[config.mk]
export PLATFORM = sky130hd
export DESIGN_NAME = spc_port_ctrl
export DESIGN_NICKNAME = d
export VERILOG_FILES = /design/src/spc_pkg.sv /design/src/spc_port_ctrl.sv
export VERILOG_INCLUDE_DIRS = /design/src
export SDC_FILE = /design/constraint.sdc
export NUM_CORES = 1
export LEC_CHECK = 0
export BUFFER_PORTS_ARGS = -buffer_cell sky130_fd_sc_hd__buf_2
export CAP_MARGIN = 10
export CORE_MARGIN = 1.5
export CORE_UTILIZATION = 45
export DETAILED_ROUTE_END_ITERATION = 8
export HOLD_SLACK_MARGIN = 0.1
export PLACE_DENSITY = 0.78
export SYNTH_ARGS = -nofsm -noshare
export SYNTH_HDL_FRONTEND = slang
export SYNTH_SLANG_ARGS = --single-unit
[constraint.sdc]
create_clock -name MCLK -period 3.8 [get_ports MCLK]
set_clock_uncertainty 0.05 [all_clocks]
set_input_delay 0.76 -clock MCLK [delete_from_list [all_inputs] [get_ports MCLK]]
set_output_delay 0.76 -clock MCLK [all_outputs]
set_load 0.03 [all_outputs]
[src/spc_consts.svh]
`ifndef SPC_CONSTS_SVH
`define SPC_CONSTS_SVH
// Register offsets on the byte-wide register port
`define SPC_OFS_HOST_ADDR   8'h22
`define SPC_OFS_CTRL        8'h23
`define SPC_OFS_WFLAG0      8'h24
`define SPC_OFS_WFLAG3      8'h27
`define SPC_OFS_RFLAG0      8'h28
`define SPC_OFS_RFLAG3      8'h2b
// Reset values
`define SPC_RST_HOST_ADDR   7'h4c
`define SPC_RST_CTRL        8'h00
// Control register field positions
`define SPC_BIT_PORT_ON     7
`define SPC_BIT_SELECT      6
`define SPC_BIT_ACTIVE      5
`define SPC_BIT_STOP_EN     4
`define SPC_BIT_RD_IRQ      3
`define SPC_BIT_WR_IRQ      2
`define SPC_TRIG_HI         1
`define SPC_TRIG_LO         0
// Trigger codes
`define SPC_TRIG_XFER       2'h0
`define SPC_TRIG_MB15       2'h1
`define SPC_TRIG_MB31       2'h2
`define SPC_MB15            5'h0f
`define SPC_MB31            5'h1f
// Last count of the boot wait; the boot step waits this many cycles plus one for the chip-select synchroniser
`define SPC_BOOT_WAIT       2'h3
`endif

[src/spc_pkg.sv]
package spc_pkg;
	// One host access to a mailbox byte, reported by the port engine
	typedef struct packed {
		logic       wr;
		logic       rd;
		logic [4:0] idx;
		logic       xfer_end;
	} spc_mb_evt_t;

	// Control and status settings held by the block
	typedef struct packed {
		logic       port_on;
		logic       select_spi;
		logic       stop_en;
		logic       rd_irq_allow;
		logic       wr_irq_allow;
		logic [1:0] trig;
	} spc_ctrl_t;

	typedef enum logic [1:0] {
		BOOT_WAIT,
		BOOT_LOAD,
		BOOT_RUN
	} spc_boot_t;
endpackage

[src/spc_port_ctrl.sv]
// Chosen here: the address-and-strobe port and the placing of the registers.
`timescale 1ns/100ps
`include "spc_consts.svh"

module spc_port_ctrl
	import spc_pkg::*;
#(
	parameter bit HAS_I2C = 1'b1,
	parameter bit HAS_SPI = 1'b1
) (
	// Clock and reset
	input  wire logic        MCLK,
	input  wire logic        RESET,
	// Register port
	input  wire logic [7:0]  REG_ADDR,
	input  wire logic [7:0]  REG_WDATA,
	input  wire logic        REG_WR,
	input  wire logic        REG_RD,
	output logic      [7:0]  REG_RDATA,
	// Port engine and pins
	input  spc_mb_evt_t      MB_EVT,
	input  wire logic        I2C_AWAKE,
	input  wire logic        CHIP_SELECT_N,
	input  wire logic        STOP_MODE,
	// Port configuration and interrupt
	output logic             PORT_ON,
	output logic             IFACE_SPI,
	output logic      [6:0]  HOST_ADDR,
	output logic             CPU_IRQ
);

	spc_ctrl_t   ctrl_q;
	spc_boot_t   boot_q;
	logic [1:0]  boot_cnt_q;
	logic [6:0]  addr_q;
	logic [31:0] wflags_q;
	logic [31:0] rflags_q;
	logic        cs_meta_q;
	logic        cs_sync_q;
	logic        pend_w_q;
	logic        pend_r_q;
	logic        seen_w_q;
	logic        seen_r_q;
	logic        wr_addr;
	logic        wr_ctrl;
	logic        flag_clear_strobe;
	logic        active;
	logic        fire_w;
	logic        fire_r;
	logic        mb_wr;
	logic        mb_rd;

	// Byte n of a 32-bit flag set, byte 0 holding mailboxes 31..24
	function automatic logic [7:0] flag_byte(input logic [31:0] f, input logic [1:0] n);
		logic [7:0] b;
		b = f[8*(3-n) +: 8];
		return b;
	endfunction

	// Trigger match for one access under the selected code
	function automatic logic trig_hit(input logic [1:0] t, input logic [4:0] idx);
		logic h;
		h = ((t == `SPC_TRIG_MB15) && (idx == `SPC_MB15)) ||
		    ((t == `SPC_TRIG_MB31) && (idx == `SPC_MB31));
		return h;
	endfunction

	assign wr_addr = REG_WR && (REG_ADDR == `SPC_OFS_HOST_ADDR);
	assign wr_ctrl = REG_WR && (REG_ADDR == `SPC_OFS_CTRL);
	assign flag_clear_strobe = wr_ctrl && REG_WDATA[`SPC_BIT_ACTIVE];
	// Accesses only count while the port is on
	assign mb_wr = MB_EVT.wr && ctrl_q.port_on;
	assign mb_rd = MB_EVT.rd && ctrl_q.port_on;

	assign active = ctrl_q.select_spi ? !cs_sync_q : I2C_AWAKE;

	// Chip-select is a pin; idle high so reset to one
	always_ff @(posedge MCLK or posedge RESET) begin
		if (RESET) begin
			cs_meta_q <= 1'b1;
			cs_sync_q <= 1'b1;
		end else begin
			cs_meta_q <= CHIP_SELECT_N;
			cs_sync_q <= cs_meta_q;
		end
	end

	// Boot step: waits for the synchroniser, then loads port settings once
	always_ff @(posedge MCLK or posedge RESET) begin
		if (RESET) begin
			boot_q     <= BOOT_WAIT;
			boot_cnt_q <= 2'h0;
		end else begin
			case (boot_q)
				BOOT_WAIT: begin
					boot_cnt_q <= boot_cnt_q + 2'h1;
					if (boot_cnt_q == `SPC_BOOT_WAIT) begin
						boot_q <= BOOT_LOAD;
					end
				end
				BOOT_LOAD: begin
					boot_q <= BOOT_RUN;
				end
				default: begin
					boot_q <= BOOT_RUN;
				end
			endcase
		end
	end

	always_ff @(posedge MCLK or posedge RESET) begin
		if (RESET) begin
			addr_q <= `SPC_RST_HOST_ADDR;
		end else if (wr_addr) begin
			addr_q <= REG_WDATA[6:0];
		end
	end

	// Control register; boot load takes priority over a software write
	always_ff @(posedge MCLK or posedge RESET) begin
		if (RESET) begin
			ctrl_q <= '0;
		end else if (boot_q == BOOT_LOAD) begin
			ctrl_q.port_on <= 1'b1;
			if (HAS_I2C && HAS_SPI) begin
				ctrl_q.select_spi <= !cs_sync_q;
			end else begin
				ctrl_q.select_spi <= !HAS_I2C;
			end
		end else if (wr_ctrl) begin
			if (HAS_I2C && HAS_SPI) begin
				ctrl_q.port_on    <= REG_WDATA[`SPC_BIT_PORT_ON];
				ctrl_q.select_spi <= REG_WDATA[`SPC_BIT_SELECT];
			end
			ctrl_q.stop_en      <= REG_WDATA[`SPC_BIT_STOP_EN];
			ctrl_q.rd_irq_allow <= REG_WDATA[`SPC_BIT_RD_IRQ];
			ctrl_q.wr_irq_allow <= REG_WDATA[`SPC_BIT_WR_IRQ];
			ctrl_q.trig         <= REG_WDATA[`SPC_TRIG_HI:`SPC_TRIG_LO];
		end
	end

	// flag setting; a new access wins over the clear strobe
	generate
		for (genvar i = 0; i < 32; i++) begin : g_flag
			always_ff @(posedge MCLK or posedge RESET) begin
				if (RESET) begin
					wflags_q[i] <= 1'b0;
					rflags_q[i] <= 1'b0;
				end else begin
					if (mb_wr && (MB_EVT.idx == 5'(i))) begin
						wflags_q[i] <= 1'b1;
					end else if (flag_clear_strobe) begin
						wflags_q[i] <= 1'b0;
					end
					if (mb_rd && (MB_EVT.idx == 5'(i))) begin
						rflags_q[i] <= 1'b1;
					end else if (flag_clear_strobe) begin
						rflags_q[i] <= 1'b0;
					end
				end
			end
		end
	endgenerate

	// transfer-level tracking for code 00; one interrupt per transfer
	always_ff @(posedge MCLK or posedge RESET) begin
		if (RESET) begin
			seen_w_q <= 1'b0;
			seen_r_q <= 1'b0;
		end else if (MB_EVT.xfer_end) begin
			seen_w_q <= 1'b0;
			seen_r_q <= 1'b0;
		end else begin
			if (mb_wr) begin
				seen_w_q <= 1'b1;
			end
			if (mb_rd) begin
				seen_r_q <= 1'b1;
			end
		end
	end

	// trigger only when allowed; code 11 never fires
	always_comb begin
		fire_w = 1'b0;
		fire_r = 1'b0;
		if (ctrl_q.trig == `SPC_TRIG_XFER) begin
			fire_w = MB_EVT.xfer_end && (seen_w_q || mb_wr);
			fire_r = MB_EVT.xfer_end && (seen_r_q || mb_rd);
		end else begin
			fire_w = mb_wr && trig_hit(ctrl_q.trig, MB_EVT.idx);
			fire_r = mb_rd && trig_hit(ctrl_q.trig, MB_EVT.idx);
		end
		fire_w = fire_w && ctrl_q.wr_irq_allow;
		fire_r = fire_r && ctrl_q.rd_irq_allow;
	end

	// pending interrupts; a new trigger wins over the clear strobe
	always_ff @(posedge MCLK or posedge RESET) begin
		if (RESET) begin
			pend_w_q <= 1'b0;
			pend_r_q <= 1'b0;
		end else begin
			if (fire_w) begin
				pend_w_q <= 1'b1;
			end else if (flag_clear_strobe) begin
				pend_w_q <= 1'b0;
			end
			if (fire_r) begin
				pend_r_q <= 1'b1;
			end else if (flag_clear_strobe) begin
				pend_r_q <= 1'b0;
			end
		end
	end

	// stop gate; pending state is kept, so delivery resumes on exit
	always_ff @(posedge MCLK or posedge RESET) begin
		if (RESET) begin
			CPU_IRQ <= 1'b0;
		end else begin
			CPU_IRQ <= (pend_w_q || pend_r_q) && (!STOP_MODE || ctrl_q.stop_en);
		end
	end

	// Port outputs
	always_ff @(posedge MCLK or posedge RESET) begin
		if (RESET) begin
			PORT_ON   <= 1'b0;
			IFACE_SPI <= 1'b0;
			HOST_ADDR <= `SPC_RST_HOST_ADDR;
		end else begin
			PORT_ON   <= ctrl_q.port_on;
			IFACE_SPI <= ctrl_q.select_spi;
			HOST_ADDR <= addr_q;
		end
	end

	// Read data in the cycle after the strobe; unmapped reads give zero
	always_ff @(posedge MCLK or posedge RESET) begin
		if (RESET) begin
			REG_RDATA <= 8'h00;
		end else if (!REG_RD) begin
			REG_RDATA <= 8'h00;
		end else if (REG_ADDR == `SPC_OFS_HOST_ADDR) begin
			REG_RDATA <= ctrl_q.select_spi ? 8'h00 : {1'b0, addr_q};
		end else if (REG_ADDR == `SPC_OFS_CTRL) begin
			// activity shown only while port on
			REG_RDATA <= {ctrl_q.port_on, ctrl_q.select_spi,
			              active && ctrl_q.port_on, ctrl_q.stop_en,
			              ctrl_q.rd_irq_allow, ctrl_q.wr_irq_allow, ctrl_q.trig};
		end else if (REG_ADDR >= `SPC_OFS_WFLAG0 && REG_ADDR <= `SPC_OFS_WFLAG3) begin
			REG_RDATA <= flag_byte(wflags_q, REG_ADDR[1:0]);
		end else if (REG_ADDR >= `SPC_OFS_RFLAG0 && REG_ADDR <= `SPC_OFS_RFLAG3) begin
			REG_RDATA <= flag_byte(rflags_q, REG_ADDR[1:0]);
		end else begin
			REG_RDATA <= 8'h00;
		end
	end
endmodule

==> flow_summary.rst, run 1 <==
.. list-table::
   :header-rows: 1

   * - Metric
     - Value
   * - Final worst slack
     - 1300 ps
   * - Path class of the lowest-slack min-delay path
     - reg2reg
   * - Routed len/inst
     - 19.1 um
   * - Area inside the core boundary
     - 0.00986 sq mm
   * - Clock slew at reported path FFs
     - 100 ps
   * - Number of max-capacitance violations reported
     - 0
   * - Worst setup SP type
     - input port
   * - Critical Path Source
     - REG_ADDR[4]
   * - Reg-to-reg startpoint
     - ctrl_q[6]
   * - Reg power frac
     - 0.551
   * - EDFF count, synth
     - 0
   * - Net switching power
     - 702 uW
   * - Die Width
     - 104 um
   * - Type of the worst setup path
     - in2reg
   * - Syn_nets
     - 401
   * - Average via count per standard cell
     - 5.86
   * - Share of power burned in combinational logic
     - 0.163
   * - Library cells used by synthesis
     - 43
   * - Number of buffers created by CTS
     - 9
   * - TritonCTS clock tree
     - done
   * - Number of antenna diodes
     - 0
   * - Net count reported at finish
     - 442
   * - Gate count of the mapped netlist
     - 369
   * - Pint
     - 1.86 mW
   * - Clock period minus worst slack
     - 2500 ps
   * - Final total negative setup slack
     - 0 ps
   * - Routability cong.
     - 0.862
   * - Worst vdd rail ir drop
     - 216 uV
   * - Height of the chip
     - 104 um
   * - Result of the run
     - complete, no violations
   * - Post-CTS Hold Buffers
     - 0
   * - Number of I/O pins
     - 49
   * - Routed via count
     - 3212
   * - Root buffer selected by CTS
     - sky130_fd_sc_hd__clkbuf_8
   * - Cell Pwr Density
     - 498 mW/mm^2
   * - H-Tree Level Count
     - 3
   * - Clock sinks
     - 106
   * - RSZ-0062 raised after global routing
     - false
   * - Number of global-route vias before repair
     - 3262
   * - Antenna violations before repair
     - 0
   * - Clock power share
     - 0.286
   * - Sequential share of the synthesized area
     - 0.579
   * - Maximum number of pins on one net before global-route repair
     - 67
   * - Post-synth ARST share
     - 1.00
   * - Final setup fails
     - 0
   * - Number of synthesis warnings
     - 0
   * - Buffers added on ports
     - 48
   * - DRC violation total after the first TritonRoute iteration
     - 278
   * - Post-synthesis to final-layout area growth
     - 11.8%
   * - Final WL
     - 10500 um
   * - Most frequent cells in the layout
     - 98 x sky130_fd_sc_hd__dfrtp_1, 48 x sky130_fd_sc_hd__buf_2, 44 x sky130_fd_sc_hd__a22o_1, 25 x sky130_fd_sc_hd__nor2_1, 22 x sky130_fd_sc_hd__nand2_1
   * - First-pass GRT wire length
     - 17400 um
   * - Yosys reg bits
     - 106
   * - Endpoint required time on the critical path
     - 4020 ps
   * - Effective utilization at floorplan
     - 0.466
   * - Achievable frequency
     - 399 MHz
   * - Critical hold path startpoint
     - cs_meta_q
   * - Overall fraction of global-route tracks in use
     - 0.205
   * - Antenna-violating nets left
     - 0
   * - Post-synth top flop
     - sky130_fd_sc_hd__dfrtp_1
   * - Std-Cell Rows
     - 36
   * - Arrival time at the worst endpoint
     - 2720 ps
   * - Clk buf depth
     - 2
   * - Setup WS pre-CTS
     - 916 ps
   * - Number of hold violations in the final report
     - 0
   * - Layout cell share with drive strength beyond 1
     - 0.253
   * - Most common cell after layout, fill and taps aside
     - sky130_fd_sc_hd__dfrtp_1
   * - Lkg Pwr
     - 2.30 nW
   * - Period utilization
     - 0.659
   * - Synth Cell Area
     - 0.00460 sq mm
   * - Max-slew violation count
     - 0
   * - Standard cell area after detailed placement
     - 0.00493 sq mm
   * - Synth Area per Inst
     - 12.5 sq um
   * - Die Area
     - 0.0108 sq mm
   * - Total power draw
     - 2.56 mW
   * - Aggregate global routing overflow
     - 0
   * - Switching power as a share of total power
     - 0.274
   * - Actual transition at the worst max-transition pin
     - 918 ps
   * - Clock latency on the worst-skew pair
     - 370 ps
   * - Resized Gates After CTS
     - 0
   * - HPWL after DPL
     - 7270 um
   * - Worst setup EP type
     - flip-flop
   * - Max Fanout on Critical Path
     - 66
   * - Max_slew headroom
     - 0.385
   * - Cell area after layout
     - 0.00514 sq mm
   * - Initial DRT Pass Iterations
     - 5
   * - Number of buffers added for setup after CTS
     - 0
   * - Number of design rule violations left after detail routing
     - 0
-- worst paths after layout --
check                              end  slack [ps]  depth (start not counted)
max reg2reg                wflags_q[8]        1960                          3
min                          cs_sync_q         310                          0
max in group asynchronous    cs_sync_q        2530                          3
max                           pend_w_q        1300                          6
min in group asynchronous     seen_r_q         330                          2
min reg2reg                  cs_sync_q         310                          0
-- power groups by stage --
stage	combinational [mW]	sequential [mW]	clock [mW]
2_1_floorplan	0.298	1.41	0
3_3_place_gp	0.404	1.42	0
3_5_place_dp	0.415	1.43	0
4_1_cts	0.420	1.41	0.743
5_1_grt	0.457	1.43	0.793
6_report	0.417	1.41	0.732
-- routing by layer --
metal  up-vias  share of wire  GRT usage
met4         0          0.010     0.0486
met1      1615           0.47      0.300
met2       129           0.45      0.307
met5         -              0          0
li1       1457              -          -
met3        11          0.067     0.0533
-- sequential cells by signal, indices dropped and copies added, names as in the netlist, 2 cells and up --
signal and cells:
wflags_q 32, REG_RDATA 8, rflags_q 32, ctrl_q 7, boot_q 2, HOST_ADDR 7
boot_cnt_q 2, addr_q 7
-- worst max-delay path: stages --
cell                      delay, ps
sky130_fd_sc_hd__buf_2          100
sky130_fd_sc_hd__or4b_1         680
sky130_fd_sc_hd__nor4_4         390
sky130_fd_sc_hd__nand2_2         80
sky130_fd_sc_hd__buf_4          330
sky130_fd_sc_hd__a211o_1        370
-- cell families (layout without fill, tap and decap cells) --
| family | count (synthesis) | after routing | share of synthesized area |
|---|---|---|---|
| compound gates | 99 | 99 | 0.173 |
| xor+xnor | 1 | 1 | 0.00191 |
| fa+ha+maj | 1 | 1 | 0.00272 |
| buf+inv | 29 | 75 | 0.0297 |
| flops | 106 | 106 | 0.579 |
| mux | 38 | 38 | 0.108 |
| simple gates | 95 | 95 | 0.106 |
-- cell usage after synthesis (all sizes together), types with 4 or more instances --
cell	instances	area [sq um]
dfstp	8	210
mux4	8	180
a21oi	14	70.1
o2bb2ai	20	175
mux2i	17	170
buf	9	61.3
mux2	13	146
nand2b	8	50.1
o31ai	8	60.1
clkbuf	13	48.8
dfrtp	98	2450
inv	6	22.5
nand2	23	88.8
or2	6	37.5
a22o	44	385
nor3	11	55.1
nand3	4	20.0
nor2	25	93.8
nor3b	4	30.0
a32oi	4	35.0
-- stage by stage --
stage / utilization / cells / hold WS, ps
final: 0.521 / 548 / 312
after global routing: 0.521 / 548 / 315
after CTS: 0.521 / 548 / 311
after detailed placement: 0.499 / 532 / 297
after global placement: 0.499 / 532 / 298
after floorplan: - / 369 / 295
-- layout make-up --
cell class / instances / area, sq um
inverter: 7 / 28.8
fill: 858 / 4730
tap: 133 / 166
clock buffer: 10 / 138
sequential: 106 / 2660
timing repair buffer: 52 / 270
clock inverter: 6 / 73.8
multi-input combinational: 234 / 1800
Note: power is estimated with default switching activity, not from simulation.
==> run 2, diff against run 1 <==
--- a/config.mk
+++ b/config.mk
@@ -12,7 +12,7 @@
 export CORE_UTILIZATION = 45
 export DETAILED_ROUTE_END_ITERATION = 8
 export HOLD_SLACK_MARGIN = 0.1
-export PLACE_DENSITY = 0.78
+export PLACE_DENSITY = 0.76
 export SYNTH_ARGS = -nofsm -noshare
 export SYNTH_HDL_FRONTEND = slang
 export SYNTH_SLANG_ARGS = --single-unit
==> constraint.sdc (replaced) <==
create_clock -name MCLK -period 2.6 [get_ports MCLK]
set_clock_uncertainty 0.05 [all_clocks]
set_input_delay 0.52 -clock MCLK [delete_from_list [all_inputs] [get_ports MCLK]]
set_output_delay 0.52 -clock MCLK [all_outputs]
set_load 0.03 [all_outputs]
==> flow_summary.rst, run 2 (synthesized netlist as in run 1, its figures left out) <==
.. list-table::
   :header-rows: 1

   * - Metric
     - Value
   * - Endpoint required time on the critical path
     - 2810 ps
   * - Maximum number of pins on one net before global-route repair
     - 107
   * - Hold Slack
     - 187 ps
   * - Clock latency on the worst-skew pair
     - 370 ps
   * - Number of buffers created by CTS
     - 9
   * - Setup WS pre-CTS
     - 213 ps
   * - Number of global-route vias before repair
     - 3199
   * - Top Registers
     - rflags_q (32), wflags_q (32), REG_RDATA (8)
   * - Aggregate global routing overflow
     - 0
   * - Routed via count
     - 3313
   * - Final worst slack
     - 590 ps
   * - Max Fanout on Critical Path
     - 6
   * - Height of the chip
     - 104 um
   * - Reg-to-reg startpoint
     - ctrl_q[5]
   * - Worst vdd rail ir drop
     - 312 uV
   * - Reg power frac
     - 0.568
   * - Clock slew at reported path FFs
     - 100 ps
   * - Area inside the core boundary
     - 0.00986 sq mm
   * - Total power draw
     - 3.63 mW
   * - Routed len/inst
     - 19.0 um
   * - Most frequent cells in the layout
     - 98 x sky130_fd_sc_hd__dfrtp_1, 48 x sky130_fd_sc_hd__buf_2, 44 x sky130_fd_sc_hd__a22o_1, 25 x sky130_fd_sc_hd__nor2_1, 22 x sky130_fd_sc_hd__nand2_1
   * - Pint
     - 2.60 mW
   * - Average via count per standard cell
     - 5.98
   * - Post-synthesis to final-layout area growth
     - 12.7%
   * - Achievable frequency
     - 498 MHz
   * - Most common cell after layout, fill and taps aside
     - sky130_fd_sc_hd__dfrtp_1
   * - Critical R2R Capture
     - REG_RDATA[5]
   * - Final WL
     - 10500 um
   * - Critical hold path startpoint
     - CHIP_SELECT_N
   * - Utilization after layout
     - 0.525
   * - Post-CTS Hold Buffers
     - 0
   * - Effective utilization at floorplan
     - 0.466
   * - Worst setup EP type
     - flip-flop
   * - Worst setup SP type
     - input port
   * - Resized Gates After CTS
     - 0
   * - Period utilization
     - 0.773
   * - Result of the run
     - complete, no violations
   * - Clock sinks
     - 106
   * - Hold endpoint
     - cs_meta_q
   * - Actual transition at the worst max-transition pin
     - 602 ps
   * - Std-Cell Rows
     - 36
   * - Arrival time at the worst endpoint
     - 2220 ps
   * - Clock power share
     - 0.262
   * - Root buffer selected by CTS
     - sky130_fd_sc_hd__clkbuf_8
   * - Initial DRT Pass Iterations
     - 4
   * - Number of hold violations in the final report
     - 0
   * - Filler cells
     - 849
   * - Max-slew violation count
     - 0
   * - DRC violation total after the first TritonRoute iteration
     - 243
   * - HPWL after DPL
     - 7240 um
   * - Routability cong.
     - 0.883
   * - Net count reported at finish
     - 448
   * - Max_slew headroom
     - 0.595
   * - R2r worst-path depth
     - 4
   * - Type of the worst setup path
     - in2reg
   * - Cell Pwr Density
     - 701 mW/mm^2
   * - Final total negative setup slack
     - 0 ps
   * - Number of max-capacitance violations reported
     - 0
   * - Overall fraction of global-route tracks in use
     - 0.206
   * - Die Width
     - 104 um
   * - RSZ-0062 raised after global routing
     - false
   * - Clk buf depth
     - 2
   * - Clock period minus worst slack
     - 2010 ps
   * - TritonCTS clock tree
     - done
   * - Die Area
     - 0.0108 sq mm
   * - H-Tree Level Count
     - 3
   * - Register-to-register setup slack
     - 970 ps
   * - Antenna-violating nets left
     - 0
   * - Buffers added on ports
     - 48
   * - Layout cell share with drive strength beyond 1
     - 0.264
   * - Number of buffers added for setup after CTS
     - 0
   * - Lkg Pwr
     - 2.33 nW
   * - Share of power burned in combinational logic
     - 0.170
   * - Cells on Worst Hold Path
     - 1
   * - Path class of the lowest-slack min-delay path
     - in2reg
   * - Number of antenna diodes
     - 0
   * - Number of I/O pins
     - 49
   * - Net switching power
     - 1.03 mW
   * - Switching power as a share of total power
     - 0.283
   * - Final setup fails
     - 0
   * - Number of design rule violations left after detail routing
     - 0
   * - Antenna violations before repair
     - 0
   * - First-pass GRT wire length
     - 17400 um
run 2: area by class of cell:
cell class                      instances  area, sq um  share of cell area
Sequential cell                       106         2660               0.514
Multi-Input combinational cell        234         1800               0.347
Timing Repair Buffer                   58          340              0.0657
Tap cell                              133          166              0.0321
Clock buffer                            9          124              0.0239
Clock inverter                          7         58.8              0.0113
Inverter                                7         30.0             0.00580
run 2: worst max path at each step:
stage                            from            to  depth (start not counted)
after global placement    REG_ADDR[4]      pend_w_q                          6
after global routing      REG_ADDR[4]      pend_w_q                          6
after detailed placement  REG_ADDR[4]      pend_w_q                          6
after CTS                 REG_ADDR[4]      pend_w_q                          6
after floorplan           REG_ADDR[4]  rflags_q[17]                          7
final                     REG_ADDR[4]     ctrl_q[3]                          6
run 2: metrics by stage:
step	instances	area (sq um)
4_1_cts	554	5180
3_3_place_gp	538	5000
5_1_grt	554	5180
2_1_floorplan	369	4600
3_5_place_dp	538	5000
6_report	554	5180
run 2: critical path: stages:
cell,delay [ps]
sky130_fd_sc_hd__buf_2,90
sky130_fd_sc_hd__or4b_1,670
sky130_fd_sc_hd__nor4_4,300
sky130_fd_sc_hd__buf_4,180
sky130_fd_sc_hd__nand2_1,140
sky130_fd_sc_hd__mux2_2,320
run 2: layer usage:
metal,global-route usage,part of all wire,vias to the layer above
li1,-,-,1478
met1,0.303,0.46,1685
met2,0.309,0.46,138
met3,0.0407,0.065,12
met4,0.0645,0.013,0
met5,0,0,-
run 2: power by group through the flow:
stage | logic, mW | clock network (mW) | registers, mW
2_1_floorplan | 0.436 | 0 | 2.07
3_3_place_gp | 0.597 | 0 | 2.07
3_5_place_dp | 0.614 | 0 | 2.09
4_1_cts | 0.620 | 0.976 | 2.06
5_1_grt | 0.671 | 1.04 | 2.09
6_report | 0.617 | 0.950 | 2.06
==> run 3, diff against run 2 <==
--- a/config.mk
+++ b/config.mk
@@ -12,7 +12,7 @@
 export CORE_UTILIZATION = 45
 export DETAILED_ROUTE_END_ITERATION = 8
 export HOLD_SLACK_MARGIN = 0.1
-export PLACE_DENSITY = 0.76
+export PLACE_DENSITY = 0.78
 export SYNTH_ARGS = -nofsm -noshare
 export SYNTH_HDL_FRONTEND = slang
 export SYNTH_SLANG_ARGS = --single-unit
==> constraint.sdc (replaced) <==
create_clock -name MCLK -period 1.7 [get_ports MCLK]
set_clock_uncertainty 0.05 [all_clocks]
set_input_delay 0.34 -clock MCLK [delete_from_list [all_inputs] [get_ports MCLK]]
set_output_delay 0.34 -clock MCLK [all_outputs]
set_load 0.03 [all_outputs]
==> flow_summary.rst, run 3 (synthesized netlist as in run 1, its figures left out) <==
.. list-table::
   :header-rows: 1

   * - Metric
     - Value
   * - Number of antenna diodes
     - 0
   * - Hold Slack
     - 119 ps
   * - Height of the chip
     - 104 um
   * - Average via count per standard cell
     - 5.81
   * - RSZ-0062 raised after global routing
     - false
   * - Number of buffers created by CTS
     - 9
   * - Clock slew at reported path FFs
     - 100 ps
   * - Path class of the lowest-slack min-delay path
     - in2reg
   * - Worst setup EP type
     - flip-flop
   * - DR WL met3
     - 495 um
   * - Final total negative setup slack
     - 0 ps
   * - Effective utilization at floorplan
     - 0.466
   * - Aggregate global routing overflow
     - 0
   * - HPWL after DPL
     - 7780 um
   * - Buffers added on ports
     - 48
   * - Std-Cell Rows
     - 36
   * - Max Fanout on Critical Path
     - 55
   * - First-pass GRT wire length
     - 17500 um
   * - Max-slew violation count
     - 0
   * - Root buffer selected by CTS
     - sky130_fd_sc_hd__clkbuf_8
   * - Most frequent cells in the layout
     - 98 x sky130_fd_sc_hd__dfrtp_1, 48 x sky130_fd_sc_hd__buf_2, 44 x sky130_fd_sc_hd__a22o_1, 27 x sky130_fd_sc_hd__buf_4, 25 x sky130_fd_sc_hd__nor2_1
   * - Endpoint required time on the critical path
     - 1910 ps
   * - Total length of routed met2 wires
     - 5020 um
   * - Clock latency on the worst-skew pair
     - 370 ps
   * - Post-synthesis to final-layout area growth
     - 18.7%
   * - Net count reported at finish
     - 474
   * - Period utilization
     - 0.954
   * - Cell area after layout
     - 0.00546 sq mm
   * - Result of the run
     - complete, no violations
   * - DRC violation total after the first TritonRoute iteration
     - 225
   * - Actual transition at the worst max-transition pin
     - 506 ps
   * - Routed length on met1
     - 4890 um
   * - Clock sinks
     - 106
   * - Type of the worst setup path
     - in2reg
   * - Layout cell share with drive strength beyond 1
     - 0.315
   * - Top Registers
     - rflags_q (32), wflags_q (32), REG_RDATA (8)
   * - TritonCTS clock tree
     - done
   * - Lkg Pwr
     - 2.47 nW
   * - Die Width
     - 104 um
   * - Routed via count
     - 3367
   * - Initial DRT Pass Iterations
     - 4
   * - Routability cong.
     - 0.866
   * - Final setup fails
     - 0
   * - Most common cell after layout, fill and taps aside
     - sky130_fd_sc_hd__dfrtp_1
   * - Clock period minus worst slack
     - 1620 ps
   * - Die Area
     - 0.0108 sq mm
   * - Area inside the core boundary
     - 0.00986 sq mm
   * - Number of hold violations in the final report
     - 0
   * - Final WL
     - 10600 um
   * - Worst vdd rail ir drop
     - 398 uV
   * - Routed len/inst
     - 18.3 um
   * - Total power draw
     - 5.58 mW
   * - Cell Pwr Density
     - 1020 mW/mm^2
   * - Max_slew headroom
     - 0.662
   * - Register-to-register setup slack
     - 170 ps
   * - Maximum number of pins on one net before global-route repair
     - 56
   * - H-Tree Level Count
     - 3
   * - Standard cell area after detailed placement
     - 0.00525 sq mm
   * - Overall fraction of global-route tracks in use
     - 0.207
   * - Arrival time at the worst endpoint
     - 1830 ps
   * - Number of design rule violations left after detail routing
     - 0
   * - Number of I/O pins
     - 49
   * - Achievable frequency
     - 617 MHz
   * - Number of global-route vias before repair
     - 3336
   * - Antenna-violating nets left
     - 0
   * - Top Metal Used
     - met4
   * - Utilization after layout
     - 0.553
   * - Clk buf depth
     - 2
   * - Number of max-capacitance violations reported
     - 0
   * - Worst setup SP type
     - input port
   * - Antenna violations before repair
     - 0
[run 3: changes by cell type in the layout (fill, tap and decap cells not counted), moves of 2 or more]
cell / delta
sky130_fd_sc_hd__dlygate4sd3_1: +3
sky130_fd_sc_hd__clkbuf_1: +2
sky130_fd_sc_hd__a21oi_2: +6
sky130_fd_sc_hd__clkinv_4: -2
sky130_fd_sc_hd__buf_12: +4
sky130_fd_sc_hd__buf_4: +19
sky130_fd_sc_hd__a21oi_1: -6
[run 3: final cells by class]
class | count | area (sq um)
Clock buffer | 12 | 145
Clock inverter | 4 | 28.8
Fill cell | 810 | 4410
Inverter | 7 | 30.0
Multi-Input combinational cell | 234 | 1830
Sequential cell | 106 | 2660
Tap cell | 133 | 166
Timing Repair Buffer | 84 | 593
[run 3: where the power goes]
group / switching [mW] / internal (mW)
Combinational: 0.469 / 0.541
Sequential: 0.232 / 2.93
Clock: 0.833 / 0.577
Total: 1.53 / 4.05
[run 3: routing by layer]
| layer | vias to the layer above | global-route usage |
|---|---|---|
| met5 | - | 0 |
| met4 | 0 | 0.0813 |
| met3 | 17 | 0.0326 |
| met2 | 109 | 0.314 |
| met1 | 1709 | 0.300 |
| li1 | 1532 | - |
[run 3: critical path, cell delays in order]
cell	delay (ps)
sky130_fd_sc_hd__buf_2	90
sky130_fd_sc_hd__or4b_4	570
sky130_fd_sc_hd__nor4_4	200
sky130_fd_sc_hd__nand2_2	130
sky130_fd_sc_hd__buf_12	200
sky130_fd_sc_hd__a22o_1	260
[run 3: worst paths after layout]
kind                              from            to  cells past startpoint
max in group asynchronous        RESET     cs_meta_q                      4
min reg2reg                  cs_meta_q     cs_sync_q                      0
max reg2reg                  ctrl_q[1]      pend_r_q                      4
min in group asynchronous        RESET   rflags_q[8]                      3
max                        REG_ADDR[4]  rflags_q[17]                      6
min                          MB_EVT[0]      seen_w_q                      2
[run 3: repair_timing]
item / 4_1_cts / 5_1_grt
hold endpoints to repair: 22 / 0
endpoints found under the setup margin: 0 / 52
gates resized for setup: 0 / 2
hold buffers: 3 / 0
setup buffers: 0 / 0
[run 3: metrics by stage]
stage	std cells	setup slack (ps)
6_report	580	78.2
3_3_place_gp	561	-343
3_5_place_dp	561	-383
2_1_floorplan	369	-369
5_1_grt	580	11.0
4_1_cts	580	0.749
